===== src/rtl/amux_pkg.sv =====
package amux_pkg;

    // display fetch modes
    typedef enum logic [2:0] {
        MODE_BYTE = 3'h0,
        MODE_WORD = 3'h1,
        MODE_DWORD = 3'h2,
        MODE_TEXT_STD = 3'h3,
        MODE_TEXT_ENH = 3'h4
    } fetch_mode_type;

    typedef enum logic [1:0] {
        PH_IDLE = 2'h0,
        PH_ROW = 2'h1,
        PH_COL = 2'h2
    } phase_type;

    // control fields carried together
    typedef struct packed {
        fetch_mode_type mode;
        logic wordMode16;
        logic asym;
        logic linearMode;
        logic mem512k;
        logic [4:0] bankReg;
        logic extendedMemoryFlag;
        logic oddEven;
        logic [1:0] gfxMemMap;
        logic fourPlaneChaining;
        logic highPageBit;
    } amux_ctrl_type;

    // register indices and bit positions
    localparam logic [7:0] SEQ_MEMMODE_INDEX = 8'h04;
    localparam int SEQ_EXTENDED_MEMORY_FLAG_BIT = 1;
    localparam int SEQ_FOUR_PLANE_CHAINING_BIT = 3;
    localparam logic [7:0] GFX_MISC_INDEX = 8'h06;
    localparam int GFX_ODDEVEN_BIT = 1;
    localparam int GFX_MAP_LO_BIT = 2;
    localparam int GFX_MAP_HI_BIT = 3;
    localparam int MISC_PAGE_BIT = 5;
    localparam int PAGE_LINE_256K = 2;
    localparam int PAGE_LINE_512K = 3;
    localparam int ADDR_LINES = 10;
    localparam int FETCH_BITS = 18;

    // register apb offsets
    localparam logic [11:0] OFS_CTRL = 12'h000;
    localparam logic [11:0] OFS_SEQ04 = 12'h004;
    localparam logic [11:0] OFS_GFX06 = 12'h008;
    localparam logic [11:0] OFS_MISC = 12'h00c;
    localparam logic [11:0] OFS_BANK = 12'h010;
    localparam logic [11:0] OFS_STATUS = 12'h014;
    localparam logic [31:0] CTRL_RESET = 32'h0000_0000;
    localparam logic [31:0] GFX06_RESET = 32'h0000_0000;

endpackage


===== src/rtl/amux_select.sv =====
module amux_select
    import amux_pkg::*;
(
    input wire amux_ctrl_type ctrl,
    input wire logic [20:0] hostAddr,
    output logic [4:0] upperPage,
    output logic pageSelect,
    output logic planePairSelect,
    output logic thirdLaneSelect,
    output logic legacyWindow128k
);
    wire [4:0] linearPage = hostAddr[20:16];
    wire laneLine = ctrl.mem512k ? upperPage[PAGE_LINE_512K]
                                 : upperPage[PAGE_LINE_256K];
    wire mapLo = ctrl.gfxMemMap[0];
    wire mapHi = ctrl.gfxMemMap[1];
    wire altPage;
    wire basePage;

    assign upperPage = ctrl.linearMode ? linearPage : ctrl.bankReg;
    // mixed map codes keep the window closed
    assign legacyWindow128k = !mapLo && !mapHi;
    assign altPage = !ctrl.extendedMemoryFlag ? hostAddr[14] :
                     legacyWindow128k ? hostAddr[16] :
                     !ctrl.highPageBit;
    assign basePage = ctrl.oddEven ? altPage : hostAddr[0];
    // word mode page select comes from the upper page line unless chaining forces it to 0
    assign pageSelect = ctrl.fourPlaneChaining ? 1'b0 :
                        (ctrl.mode == MODE_WORD) ? laneLine :
                        basePage;
    assign planePairSelect = ctrl.fourPlaneChaining ? 1'b0
                                                    : hostAddr[1];
    assign thirdLaneSelect = (ctrl.mode == MODE_DWORD) ? laneLine
                                                       : hostAddr[2];
endmodule


===== src/rtl/display_fetch_dram_addr_mux.sv =====
// How it works
// - graphics modes put fetch address bits from column line 1 up, line 0 is lane or bit 17, line 8 is 0.
// - upper page lines come from the bank register or host bits 16..20 by addressing mode.
// - lane select uses page line 2 for 256K and line 3 for 512k memory.
// - page select is host bit 0 with alternate addressing off outside word mode, and 0 when chaining is on.
// - alternate addressing picks host bit 14, host bit 16 or inverted high page bit.
// - the high page bit is bit 5 of the miscellaneous output register.
// - the 128K window is 1 when map bits 2 and 3 are both 0.
// - chaining is sequencer index 04 bit 3, extended memory is its bit 1.
//
// Our own choices: the address map and register access over APB.
module display_fetch_dram_addr_mux
    import amux_pkg::*;
(
    input wire logic ref_clk,
    input wire logic sys_rst,
    input wire logic psel,
    input wire logic penable,
    input wire logic pwrite,
    input wire logic [11:0] paddr,
    input wire logic [31:0] pwdata,
    output logic [31:0] prdata,
    output logic pready,
    output logic pslverr,
    input wire logic fetchReq,
    input wire logic [FETCH_BITS-1:0] display_fetch_addr,
    input wire logic [4:0] scan_row_line,
    input wire logic [7:0] glyph_code,
    input wire logic [2:0] font_map_bits,
    input wire logic [20:0] host_addr_bit,
    output logic [ADDR_LINES-1:0] dramAddr,
    output logic rowStrobe,
    output logic colStrobe,
    output logic fetchBusy,
    output logic [4:0] upperPage,
    output logic page_select,
    output logic plane_pair_select,
    output logic third_lane_select
);
    // =============================================
    // register file
    logic [31:0] ctrlReg;
    logic [7:0] seqReg;
    logic [7:0] gfxReg;
    logic [7:0] miscReg;
    logic [4:0] bankReg;
    wire wrEn = psel && penable && pwrite;
    wire hitCtrl = paddr == OFS_CTRL;
    wire hitSeq = paddr == OFS_SEQ04;
    wire hitGfx = paddr == OFS_GFX06;
    wire hitMisc = paddr == OFS_MISC;
    wire hitBank = paddr == OFS_BANK;
    wire hitStat = paddr == OFS_STATUS;
    wire mapped = hitCtrl || hitSeq || hitGfx || hitMisc || hitBank || hitStat;
    assign pready = 1'b1;
    assign pslverr = psel && penable && !mapped;

    always_ff @(posedge ref_clk or posedge sys_rst) begin
        if (sys_rst) begin
            ctrlReg <= CTRL_RESET;
            seqReg <= 8'h00;
            gfxReg <= GFX06_RESET[7:0];
            miscReg <= 8'h00;
            bankReg <= 5'h00;
        end else if (wrEn) begin
            if (hitCtrl) ctrlReg <= pwdata;
            if (hitSeq) seqReg <= pwdata[7:0];
            if (hitGfx) gfxReg <= pwdata[7:0];
            if (hitMisc) miscReg <= pwdata[7:0];
            if (hitBank) bankReg <= pwdata[4:0];
        end
    end

    // =============================================
    // control decode
    amux_ctrl_type ctrl;
    fetch_mode_type modeSel;
    logic [2:0] liveMode;
    assign liveMode = ctrlReg[2:0];
    assign modeSel = (liveMode > 3'h4) ? MODE_BYTE
                                       : fetch_mode_type'(liveMode);
    logic [6:0] heldMode;
    phase_type phase;
    assign ctrl.mode = fetch_mode_type'(heldMode[2:0]);
    assign ctrl.wordMode16 = heldMode[3];
    assign ctrl.asym = heldMode[4];
    assign ctrl.linearMode = ctrlReg[5];
    assign ctrl.mem512k = heldMode[5];
    assign ctrl.bankReg = bankReg;
    assign ctrl.extendedMemoryFlag = seqReg[SEQ_EXTENDED_MEMORY_FLAG_BIT];
    assign ctrl.fourPlaneChaining = seqReg[SEQ_FOUR_PLANE_CHAINING_BIT];
    assign ctrl.oddEven = gfxReg[GFX_ODDEVEN_BIT];
    assign ctrl.gfxMemMap = {gfxReg[GFX_MAP_HI_BIT], gfxReg[GFX_MAP_LO_BIT]};
    assign ctrl.highPageBit = miscReg[MISC_PAGE_BIT];

    logic [4:0] nextPage;
    logic nextPg;
    logic nextPair;
    logic nextLane;
    logic window128k;
    amux_select selector (
        .ctrl(ctrl),
        .hostAddr(host_addr_bit),
        .upperPage(nextPage),
        .pageSelect(nextPg),
        .planePairSelect(nextPair),
        .thirdLaneSelect(nextLane),
        .legacyWindow128k(window128k)
    );

    // =============================================
    // row and column maps
    wire [17:0] ma = display_fetch_addr;
    wire [4:0] ra = scan_row_line;
    wire [7:0] gc = glyph_code;
    wire [2:0] fm = font_map_bits;
    wire laneBit = ctrl.wordMode16 ? nextLane : nextPair;
    wire col0 = ctrl.asym ? ma[17] : laneBit;
    wire rowTop = ctrl.asym ? 1'b0 : ma[16];
    // only a 16-bit bus gives two row lines to the scan row counter
    wire [1:0] midByte = ctrl.wordMode16 ? ra[1:0] : ma[14:13];
    wire [1:0] midWord = ctrl.wordMode16 ? ra[1:0] : ma[13:12];
    wire [1:0] midDword = ctrl.wordMode16 ? ra[1:0] : ma[12:11];
    logic [ADDR_LINES-1:0] colAddr;
    logic [ADDR_LINES-1:0] rowAddr;

    always_comb begin
        colAddr = '0;
        rowAddr = '0;
        unique case (ctrl.mode)
            MODE_BYTE: begin
                colAddr = {2'b00, ma[6:0], col0};
                rowAddr = {rowTop, ma[15], midByte, ma[12:7]};
            end
            MODE_WORD: begin
                colAddr = {2'b00, ma[5:0], ctrl.wordMode16 ? ma[13] : ma[15],
                           col0};
                rowAddr = {rowTop, ma[14], midWord, ma[11:6]};
            end
            MODE_DWORD: begin
                colAddr = {2'b00, ma[4:0], ma[15], ma[14], col0};
                rowAddr = {rowTop, ma[13], midDword, ma[10:5]};
            end
            MODE_TEXT_STD: begin
                colAddr = {2'b00, gc[1:0], ra[4:0], col0};
                rowAddr = {1'b0, fm[1], fm[0], fm[2], gc[7:2]};
            end
            MODE_TEXT_ENH: begin
                colAddr = {2'b00, gc[6:0], ctrl.asym ? gc[7] : laneBit};
                rowAddr = {1'b0, fm[1], fm[0], fm[2], 1'b0, ra[4:0]};
            end
            default: begin
                colAddr = '0;
                rowAddr = '0;
            end
        endcase
    end

    // =============================================
    // row then column sequence
    always_ff @(posedge ref_clk or posedge sys_rst) begin
        if (sys_rst) begin
            phase <= PH_IDLE;
            heldMode <= 7'h00;
            dramAddr <= '0;
            rowStrobe <= 1'b0;
            colStrobe <= 1'b0;
            upperPage <= 5'h00;
            page_select <= 1'b0;
            plane_pair_select <= 1'b0;
            third_lane_select <= 1'b0;
        end else begin
            rowStrobe <= 1'b0;
            colStrobe <= 1'b0;
            unique case (phase)
                PH_IDLE: begin
                    // mode, bus, asym and 512K flags are latched; the linear bit and other registers stay live during an access
                    heldMode <= {1'b0, ctrlReg[6], ctrlReg[4], ctrlReg[3],
                                 modeSel};
                    if (fetchReq) phase <= PH_ROW;
                end
                PH_ROW: begin
                    dramAddr <= rowAddr;
                    rowStrobe <= 1'b1;
                    upperPage <= nextPage;
                    page_select <= nextPg;
                    plane_pair_select <= nextPair;
                    third_lane_select <= nextLane;
                    phase <= PH_COL;
                end
                PH_COL: begin
                    dramAddr <= colAddr;
                    colStrobe <= 1'b1;
                    phase <= PH_IDLE;
                end
                default: phase <= PH_IDLE;
            endcase
        end
    end
    assign fetchBusy = phase != PH_IDLE;

    // =============================================
    // status readback
    assign prdata = !psel ? 32'h0000_0000 :
                    hitCtrl ? ctrlReg :
                    hitSeq ? {24'h000000, seqReg} :
                    hitGfx ? {24'h000000, gfxReg} :
                    hitMisc ? {24'h000000, miscReg} :
                    hitBank ? {27'h0000000, bankReg} :
                    hitStat ? {25'h0000000, window128k, phase, heldMode[3:0]} :
                    32'h0000_0000;

    AST_ROW_FIRST: assert property (@(posedge ref_clk) disable iff (sys_rst)
        rowStrobe |=> colStrobe) else $error("column did not follow row");
    AST_COL_AFTER_ROW: assert property (@(posedge ref_clk) disable iff (sys_rst)
        colStrobe |-> $past(rowStrobe)) else $error("column without row");
    AST_CAS8_ZERO: assert property (@(posedge ref_clk) disable iff (sys_rst)
        colStrobe |-> dramAddr[8] == 1'b0) else $error("col line 8 high");
    AST_CHAIN_PAGE: assert property (@(posedge ref_clk) disable iff (sys_rst)
        rowStrobe && $past(ctrl.fourPlaneChaining) |-> !page_select)
        else $error("page select not forced");
    AST_CHAIN_PAIR: assert property (@(posedge ref_clk) disable iff (sys_rst)
        rowStrobe && $past(ctrl.fourPlaneChaining) |-> !plane_pair_select)
        else $error("pair select not forced");
    AST_LINEAR_PAGE: assert property (@(posedge ref_clk) disable iff (sys_rst)
        rowStrobe && $past(ctrl.linearMode)
        |-> upperPage == $past(host_addr_bit[20:16]))
        else $error("linear page wrong");
    AST_BANK_PAGE: assert property (@(posedge ref_clk) disable iff (sys_rst)
        rowStrobe && !$past(ctrl.linearMode) |-> upperPage == $past(bankReg))
        else $error("bank page wrong");
    AST_WINDOW: assert property (@(posedge ref_clk) disable iff (sys_rst)
        gfxReg[3:2] == 2'b11 |-> !window128k)
        else $error("window flag wrong");
    AST_TEXT_TOP: assert property (@(posedge ref_clk) disable iff (sys_rst)
        rowStrobe && $past(ctrl.mode) inside {MODE_TEXT_STD, MODE_TEXT_ENH}
        |-> dramAddr[9] == 1'b0) else $error("text top row high");
endmodule


===== config.mk =====
export PLATFORM = sky130hd
export DESIGN_NAME = display_fetch_dram_addr_mux
export DESIGN_NICKNAME = d
export VERILOG_FILES = /design/src/rtl/amux_pkg.sv /design/src/rtl/amux_select.sv /design/src/rtl/display_fetch_dram_addr_mux.sv
export SDC_FILE = /design/constraint.sdc
export NUM_CORES = 1
export LEC_CHECK = 0
export ABC_AREA = 0
export BUFFER_PORTS_ARGS = -buffer_cell sky130_fd_sc_hd__buf_2
export CAP_MARGIN = 5
export CORE_MARGIN = 8
export CORE_UTILIZATION = 46
export DETAILED_ROUTE_END_ITERATION = 7
export PLACE_DENSITY = 0.73
export SLEW_MARGIN = 30
export SYNTH_ARGS = -nofsm -noshare
export SYNTH_HDL_FRONTEND = slang
export SYNTH_SLANG_ARGS = --single-unit

===== constraint.sdc =====
create_clock -name ref_clk -period 7.37 [get_ports ref_clk]
set_clock_uncertainty 0.15 [all_clocks]
set_input_delay 0.3685 -clock ref_clk [delete_from_list [all_inputs] [get_ports ref_clk]]
set_output_delay 0.3685 -clock ref_clk [all_outputs]
set_load 0.05 [all_outputs]

==> flow_summary.toml, run 1 <==
[clocking]
cts_resized = 0
cts_tree = "yes"
clkLatencyLatePin_ns = 0.34
cts_buffers = 9
cts.path.max_buffers = 2
cts_max_level = 3
cts_setup_buffers = 0
cts_hold_buffers = 0
clkTransAtPathRegs_ns = 0.06
clock-sinks = 89
root_buffer = "clkbuf_16"

[drt]
initialDrtViolationCount = 396
ant_nets = 0
wire_per_inst_um = 20.30
first_pass_iters = 5
vias = 4386
drc = 0
via_per_inst = 5.817
drt_wl_total_um = 15310

[power_and_ir_drop]
power.total_mw = 1.712
p_seq_frac = 0.340
p_per_area_nw_per_um2 = 265.5
ir_drop_mv = 0.1635
combPwrFrac = 0.345
p_int_mw = 1.066
p_clk_frac = 0.315
switching_share = 0.3771
netSwitchingPower_mw = 0.6455
leakage_nw = 3.174

[finish]
final_common_cell = "buf_2"
syn_to_final_growth_pct = 21.79
antenna_cells = 0
final_util = 0.5696
layout.nets = 716
final_cell_mix = "buf_2, dfrtp_1, mux2_2, and2_1, mux2_4"
drive_gt1_frac = 0.4026
fillers = 1016

[grt]
grt_pass1_wl_um = 24550
grt_max_degree = 90
track_usage = 0.2074
antenna_found_initial = 0
grt_overflow = 0
grt_pass1_vias = 4565

[sta]
totalNegativeSetupSlack_ns = 0
setup_violations = 0
holdWs_ns = 0.06335
fin_crit_ns = 3.124
worst_pin_slew_ns = 0.9282
min_period_over_period = 0.4238
rsz0062_at_grt = "false"
max_freq_mhz = 320.2
hold_violations = 0
relSlewSlack = 0.3812
maxSlewViolCount = 0

[place]
port_buffers = 146
place_congestion = 0.9701
dp_hpwl_um = 11400

[yosys]
synthFlopType = "dfrtp_1"
synth_edf_count = 0
ys_ff_latch = 89
syn_nets = 587
synthArstFlopShare = 1.000
synth_area_per_cell_sq_um = 11.08
synth_area_sq_um = 5295
yosysSeqAreaShare = 0.4206
synth_cells = 478
synth_cell_type_count = 68
yosysWarningCount = 0

[floorplan]
die_area_sq_um = 15200
rows = 39
coreArea_sq_um = 11320
io_pins = 160
start_util = 0.4677
chipHeight_um = 123.3
die_w_um = 123.3

[run]
maxCapViolCount = 0

[setup_path]
start_kind = "flip-flop"
end_kind = "primary output"
cp.arrival_ns = 2.61
critical_path_class = "reg2out"
crit_fanout = 26
cp.required_ns = 6.85

[min_path]
min_path_type = "in2async"

[outcome]
outcome = "complete, no violations"
## final cells by class
cell class,count,area (sq um),share of cell area
Tap cell,143,178.9,0.02775
Multi-Input combinational cell,338,2838,0.4400
Clock buffer,11,252.7,0.03919
Clock inverter,4,98.84,0.01533
Inverter,20,76.32,0.01184
Sequential cell,89,2227,0.3454
Timing Repair Buffer,149,777.0,0.1205
## critical path, stage by stage (launching register included)
cell	delay, ns
dfrtp_1	0.88
clkinv_1	0.59
o2bb2ai_1	0.32
o2111a_1	0.21
buf_2	0.26
## kinds of logic (layout without fill, tap and decap cells)
logic type	after synthesis	in the layout	synth area share
AND/OR/NAND/NOR	132	132	0.1564
flip-flops	89	89	0.4206
other	1	1	0.0007082
AO/OA/AOI/OAI	107	107	0.1408
adder cells (fa/ha/maj)	4	4	0.009452
multiplexers	94	94	0.2285
buffers and inverters	51	184	0.04348
## power groups by stage
stage / logic [mW] / registers (mW) / clock network, mW
after floorplan: 0.246 / 0.772 / 0
after global placement: 0.586 / 0.590 / 0
after detailed placement: 0.594 / 0.591 / 0
after CTS: 0.597 / 0.582 / 0.550
after global routing: 0.638 / 0.590 / 0.570
final: 0.590 / 0.582 / 0.540
## path summary, 6_finish.rpt
path	start	endpoint	slack [ns]	cells after the start
min in group ref_clk	pwdata[17]	ctrlReg[17]	0.09	2
min reg2reg	ctrlReg[16]	ctrlReg[16]	0.33	1
min	sys_rst	dramAddr[8]	0.06	3
max in group asynchronous	sys_rst	bankReg[2]	6.42	3
max reg2reg	heldMode[1]	dramAddr[0]	4.74	4
max	heldMode[2]	prdata[2]	4.25	4
## synthesized netlist by cell type (8+ instances only)
library cell	number	share of area
buf_2	10	0.0095
nor2_1	19	0.013
clkbuf_1	15	0.011
mux2i_1	14	0.026
o21ai_0	23	0.022
mux2_2	33	0.070
a21oi_1	22	0.021
mux2_1	16	0.034
and2_1	26	0.031
dfrtp_1	89	0.42
mux2_4	24	0.068
nand3_1	9	0.0085
nor2b_1	13	0.015
nand2_1	18	0.013
inv_1	19	0.013
and3_1	8	0.0095
## stage by stage
step / setup WS (ns) / area, sq um / instances
after floorplan: 4.545 / 5295 / 478
after global placement: 4.410 / 6066 / 738
after detailed placement: 4.376 / 6070 / 738
after CTS: 4.299 / 6421 / 753
after global routing: 4.108 / 6449 / 754
final: 4.246 / 6449 / 754
## registers in the layout, summed over array words and instances (netlist names)
register           flops
ctrlReg               32
dramAddr              10
gfxReg                 8
miscReg                8
seqReg                 8
heldMode               6
bankReg                5
upperPage              5
phase                  2
colStrobe              1
page_select            1
plane_pair_select      1
rowStrobe              1
third_lane_select      1
## layer usage
metal | routed length [um] | up-vias | GRT usage
met5 | 0 | - | 0
met4 | 418 | 0 | 0.07976
met2 | 7043 | 194 | 0.3200
met1 | 6521 | 2153 | 0.2723
met3 | 1326 | 30 | 0.05708
li1 | - | 2009 | -
Power figures use the tool's default switching activity.
==> run 2: changes to the inputs <==
--- a/config.mk
+++ b/config.mk
@@ -5,7 +5,7 @@
 export SDC_FILE = /design/constraint.sdc
 export NUM_CORES = 1
 export LEC_CHECK = 0
-export ABC_AREA = 0
+export ABC_AREA = 1
 export BUFFER_PORTS_ARGS = -buffer_cell sky130_fd_sc_hd__buf_2
 export CAP_MARGIN = 5
 export CORE_MARGIN = 8
==> constraint.sdc (replaced) <==
create_clock -name ref_clk -period 3.1 [get_ports ref_clk]
set_clock_uncertainty 0.15 [all_clocks]
set_input_delay 0.155 -clock ref_clk [delete_from_list [all_inputs] [get_ports ref_clk]]
set_output_delay 0.155 -clock ref_clk [all_outputs]
set_load 0.05 [all_outputs]
==> flow_summary.toml, run 2 <==
[outcome]
outcome = "complete, no violations"

[place]
port_buffers = 146
dpl_cell_area_sq_um = 5882
place_congestion = 0.9034
dp_hpwl_um = 11290

[clocking]
clkTransAtPathRegs_ns = 0.10
root_buffer = "clkbuf_8"
cts_buffers = 9
clock-sinks = 89
cts_max_level = 3
cts_resized = 0
cts.path.max_buffers = 2
cts_hold_buffers = 38
clkLatencyLatePin_ns = 0.35
cts_setup_buffers = 0
cts_tree = "yes"

[yosys]
synth-compound-area-share = 0.1566
synth_cell_type_count = 36
yosys.area.top_type = "dfrtp_1"
synth_commonest_cells = "nand2_1, inv_1, dfrtp_1, nor2_1, o21ai_0"
synth_top_family_by_area = "simple AND/OR/NAND/NOR gates"
synth_cells = 690
yosysWarningCount = 0
ys_ff_latch = 89
muxShareOfSynthArea = 0
synth_area_leaders = "dfrtp_1, nand2_1, inv_1, nor2_1, o21ai_0"
synthFlopType = "dfrtp_1"
synthSimpleGateAreaFrac = 0.2921
syn_nets = 799
yosys.area.top_type_share = 0.4362
synth_area_per_cell_sq_um = 7.400
synthAdderAreaFrac = 0.009802
synth_most_common_cell = "nand2_1"
synth_area_sq_um = 5106
synth_xor_area_frac = 0
yosysSeqAreaShare = 0.4362
synth_edf_count = 0
synthArstFlopShare = 1.000

[sta]
maxSlewViolCount = 0
setup_violations = 0
max_freq_mhz = 451.1
fin_crit_ns = 2.217
hold_violations = 0
totalNegativeSetupSlack_ns = 0
worst_pin_slew_ns = 0.7735
rsz0062_at_grt = "false"
relSlewSlack = 0.4837
min_period_over_period = 0.7151

[drt]
drc = 0
vias = 5173
wire_per_inst_um = 15.33
drt_wl_total_um = 15540
ant_nets = 0
via_per_inst = 5.102
first_pass_iters = 8
initialDrtViolationCount = 595

[finish]
fillers = 1007
drive_gt1_frac = 0.2451
final_common_cell = "nand2_1"
final_cell_mix = "nand2_1, buf_2, inv_1, nor2_1, dfrtp_1"
syn_to_final_growth_pct = 26.39
max_flop_register = "ctrlReg"
layout.nets = 977
largest_register_ffs = 32
largestRegisters = "ctrlReg: 32 flops, dramAddr: 10 flops"
fin_area_sq_um = 6454

[setup_path]
rrSetupSlack_ns = 0.88
critical_path_class = "reg2reg"
start_kind = "flip-flop"
end_kind = "flip-flop"
crit_fanout = 11
cp.required_ns = 3.24
cp.arrival_ns = 2.36

[floorplan]
chipHeight_um = 121.4
die_area_sq_um = 14730
io_pins = 160
die_w_um = 121.4
start_util = 0.4710
coreArea_sq_um = 10840
rows = 38

[power_and_ir_drop]
p_per_area_nw_per_um2 = 508.9
leakage_nw = 3.679
ir_drop_mv = 0.5266

[run]
maxCapViolCount = 0

[grt]
grt.met3_usage = 0.05817
track_usage = 0.2088
grt_max_degree = 65
use_met1 = 0.2664
grt-busiest-layer = "met2"
grt_pass1_wl_um = 24900
grt_pass1_vias = 4934
grt_overflow = 0
antenna_found_initial = 1
grt.met2_usage = 0.3415

[min_path]
min_path_type = "in2reg"
[run 2: cell families (layout without fill, tap and decap cells)]
group                      after synthesis  in the layout
and+or+nand+nor                        336            336
AOI/OAI and AO/OA                      141            141
buffers and inverters                  119            302
DFF                                     89             89
adders and majority gates                4              4
other                                    1              2
[run 2: final timing paths]
| check | from | end | depth (start not counted) |
|---|---|---|---|
| hold / removal | host_addr_bit[16] | upperPage[0] | 3 |
| max in group asynchronous | sys_rst | ctrlReg[28] | 4 |
| min in group asynchronous | sys_rst | rowStrobe | 3 |
| setup reg to reg | heldMode[2] | dramAddr[6] | 9 |
| hold reg to reg | dramAddr[5] | dramAddr[5] | 2 |
| setup / recovery | heldMode[2] | dramAddr[6] | 9 |
[run 2: area by class of cell]
cell class / instances / area [sq um] / area share
timing repair buffer: 188 / 1141 / 0.1768
multi-input combinational: 482 / 2345 / 0.3633
inverter: 98 / 374.1 / 0.05797
antenna: 1 / 2.502 / 0.0003877
clock buffer: 11 / 151.4 / 0.02346
tap: 140 / 175.2 / 0.02714
sequential: 89 / 2227 / 0.3451
clock inverter: 5 / 37.54 / 0.005816
[run 2: report_power, final]
| group | internal, mW | switching [mW] |
|---|---|---|
| Sequential | 1.27 | 0.0549 |
| Clock | 0.339 | 0.438 |
| Combinational | 0.315 | 0.864 |
[run 2: metrics by stage]
stage / utilization / std cells / setup slack, ns / power [mW] / hold WS (ns)
after floorplan: - / 690 / 0.4881 / 2.157 / 0.1636
after global placement: 0.5426 / 959 / 0.9587 / 2.487 / 0.1537
after detailed placement: 0.5426 / 959 / 0.9574 / 2.498 / 0.1684
after CTS: 0.5951 / 1013 / 0.9403 / 3.299 / 0.006601
after global routing: 0.5953 / 1014 / 0.6872 / 3.466 / 0.03990
final: 0.5953 / 1014 / 0.8831 / 3.285 / 0.01246
[run 2: metal layers]
layer	share of wire	up-vias
met5	0	-
met4	0.0086	0
met3	0.097	14
met2	0.47	235
met1	0.42	2371
li1	-	2553
[run 2: worst max-delay path, cell delays in order (launching register included)]
cell and delay (ns):
dfrtp_1 0.51, inv_2 0.18, nand3_1 0.35, inv_1 0.37, o21ai_0 0.15, nand3_1 0.08, o21ai_0 0.07, nand2_1 0.09
nand3_1 0.09, nand2_1 0.10
==> run 3: changes to the inputs <==
--- a/config.mk
+++ b/config.mk
@@ -11,7 +11,7 @@
 export CORE_MARGIN = 8
 export CORE_UTILIZATION = 46
 export DETAILED_ROUTE_END_ITERATION = 7
-export PLACE_DENSITY = 0.73
+export PLACE_DENSITY = 0.76
 export SLEW_MARGIN = 30
 export SYNTH_ARGS = -nofsm -noshare
 export SYNTH_HDL_FRONTEND = slang
==> constraint.sdc (replaced) <==
create_clock -name ref_clk -period 1.9 [get_ports ref_clk]
set_clock_uncertainty 0.15 [all_clocks]
set_input_delay 0.095 -clock ref_clk [delete_from_list [all_inputs] [get_ports ref_clk]]
set_output_delay 0.095 -clock ref_clk [all_outputs]
set_load 0.05 [all_outputs]
==> flow_summary.toml, run 3 (synthesis results as in run 2) <==
[outcome]
outcome = "complete, no violations"

[floorplan]
die_area_sq_um = 14730
rows = 38
die_w_um = 121.4
coreArea_sq_um = 10840
start_util = 0.4710
io_pins = 160
chipHeight_um = 121.4

[drt]
first_pass_iters = 7
initialDrtViolationCount = 419
drt_wl_total_um = 16270
vias = 5345
via_per_inst = 5.120
wire_per_inst_um = 15.58
drc = 0
ant_nets = 0

[setup_path]
cp.arrival_ns = 1.58
r2r_cells = 9
start_kind = "input pin"
critical_path_class = "in2out"
end_kind = "primary output"
crit_fanout = 8
cp.required_ns = 1.65

[power_and_ir_drop]
ir_drop_mv = 0.8030
p_per_area_nw_per_um2 = 813.2
leakage_nw = 3.860
power.total_mw = 5.520

[sta]
max_freq_mhz = 548.9
setup_violations = 0
hold_violations = 0
maxSlewViolCount = 0
min_period_over_period = 0.9588
fin_crit_ns = 1.822
fin_ws_ns = 0.07821

[finish]
largestRegisters = "ctrlReg: 32 flops, dramAddr: 10 flops"
largest_register_ffs = 32
max_flop_register = "ctrlReg"
final_common_cell = "nand2_1"
drive_gt1_frac = 0.2611
fin_area_sq_um = 6788
antenna_cells = 0
syn_to_final_growth_pct = 32.93
layout.nets = 1008
finalNonFillerCells = 1044
final_cell_mix = "nand2_1, buf_2, inv_1, nor2_1, dfrtp_1"

[grt]
antenna_found_initial = 0
track_usage = 0.2221
grt_pass1_wl_um = 26340
grt_max_degree = 90
grt_overflow = 0
grt_pass1_vias = 5279

[min_path]
worstHoldPathCells = 5
min_path_type = "in2reg"

[clocking]
cts_buffers = 9
cts_max_level = 3
clkLatencyLatePin_ns = 0.36
cts.path.max_buffers = 2
root_buffer = "clkbuf_8"
cts_tree = "yes"
clock-sinks = 89
clkTransAtPathRegs_ns = 0.08

[run]
maxCapViolCount = 0

[place]
port_buffers = 146
dpl_cell_area_sq_um = 6060
place_ws_ns = -0.005972
dpl.cell_count = 975
place_congestion = 0.9487
dp_hpwl_um = 11770
-- run 3: cell count changes in the layout (fill, tap and decap cells not counted), moves of 2 or more --
cell | before | now
buf_4 | 4 | 20
clkbuf_8 | 11 | 9
o21ai_1 | 15 | 17
dfrtp_2 | 0 | 3
o21ai_0 | 58 | 56
buf_2 | 146 | 142
dlygate4sd3_1 | 38 | 50
clkbuf_4 | 0 | 3
buf_12 | 0 | 4
clkinv_2 | 2 | 4
dfrtp_1 | 89 | 86
-- run 3: layout make-up --
type / instances / area, sq um
inverter: 98 / 376.6
fill: 998 / 4053
tap: 140 / 175.2
clock buffer: 10 / 127.6
multi-input combinational: 482 / 2355
sequential: 89 / 2231
clock inverter: 6 / 58.81
timing repair buffer: 219 / 1464
-- run 3: worst max-delay path, stage by stage --
cell and delay (ns):
buf_2 0.10, nor2_2 0.14, nand2_4 0.10, nor2_4 0.26
buf_4 0.19, nand3_1 0.07, nand2_1 0.06, o21ai_0 0.10
a21oi_1 0.17, buf_2 0.29
-- run 3: layer usage --
metal	wire [um]	vias up	track usage
li1	-	2615	-
met2	7620	247	0.3652
met4	154	0	0.05705
met5	0	-	0
met3	1515	15	0.05537
met1	6976	2468	0.2852
-- run 3: path summary, 6_finish.rpt --
kind	slack, ns	start	to
setup / recovery	0.08	paddr[11]	prdata[1]
max in group asynchronous	0.97	sys_rst	heldMode[1]
min in group asynchronous	0.26	sys_rst	ctrlReg[8]
hold / removal	0.02	scan_row_line[1]	dramAddr[7]
setup reg to reg	0.21	heldMode[0]	dramAddr[6]
hold reg to reg	0.33	dramAddr[4]	dramAddr[4]
-- run 3: power by group --
| group | total, mW | switching [mW] | internal (mW) |
|---|---|---|---|
| Combinational | 2.07 | 1.45 | 0.618 |
| Clock | 1.28 | 0.675 | 0.602 |
| Sequential | 2.17 | 0.0941 | 2.08 |
| Total | 5.52 | 2.22 | 3.30 |
-- run 3: timing repair --
action                                  in CTS  in global routing
buffers inserted                             0                  3
cloned                                       0                  0
hold buffers                                50                  0
hold endpoints to repair                   165                  0
endpoints found under the setup margin       2                  8
pin swaps                                    0                  1
gates resized for setup                      1                  9
-- run 3: per-stage QoR --
step	utilization	setup TNS [ns]	hold WS, ns
6_report	0.6262	0	0.01683
3_5_place_dp	0.5590	-0.005972	0.1182
2_1_floorplan	-	0	0.1036
5_1_grt	0.6262	-0.02093	0.02773
3_3_place_gp	0.5590	0	0.1119
4_1_cts	0.6223	0	0.006388
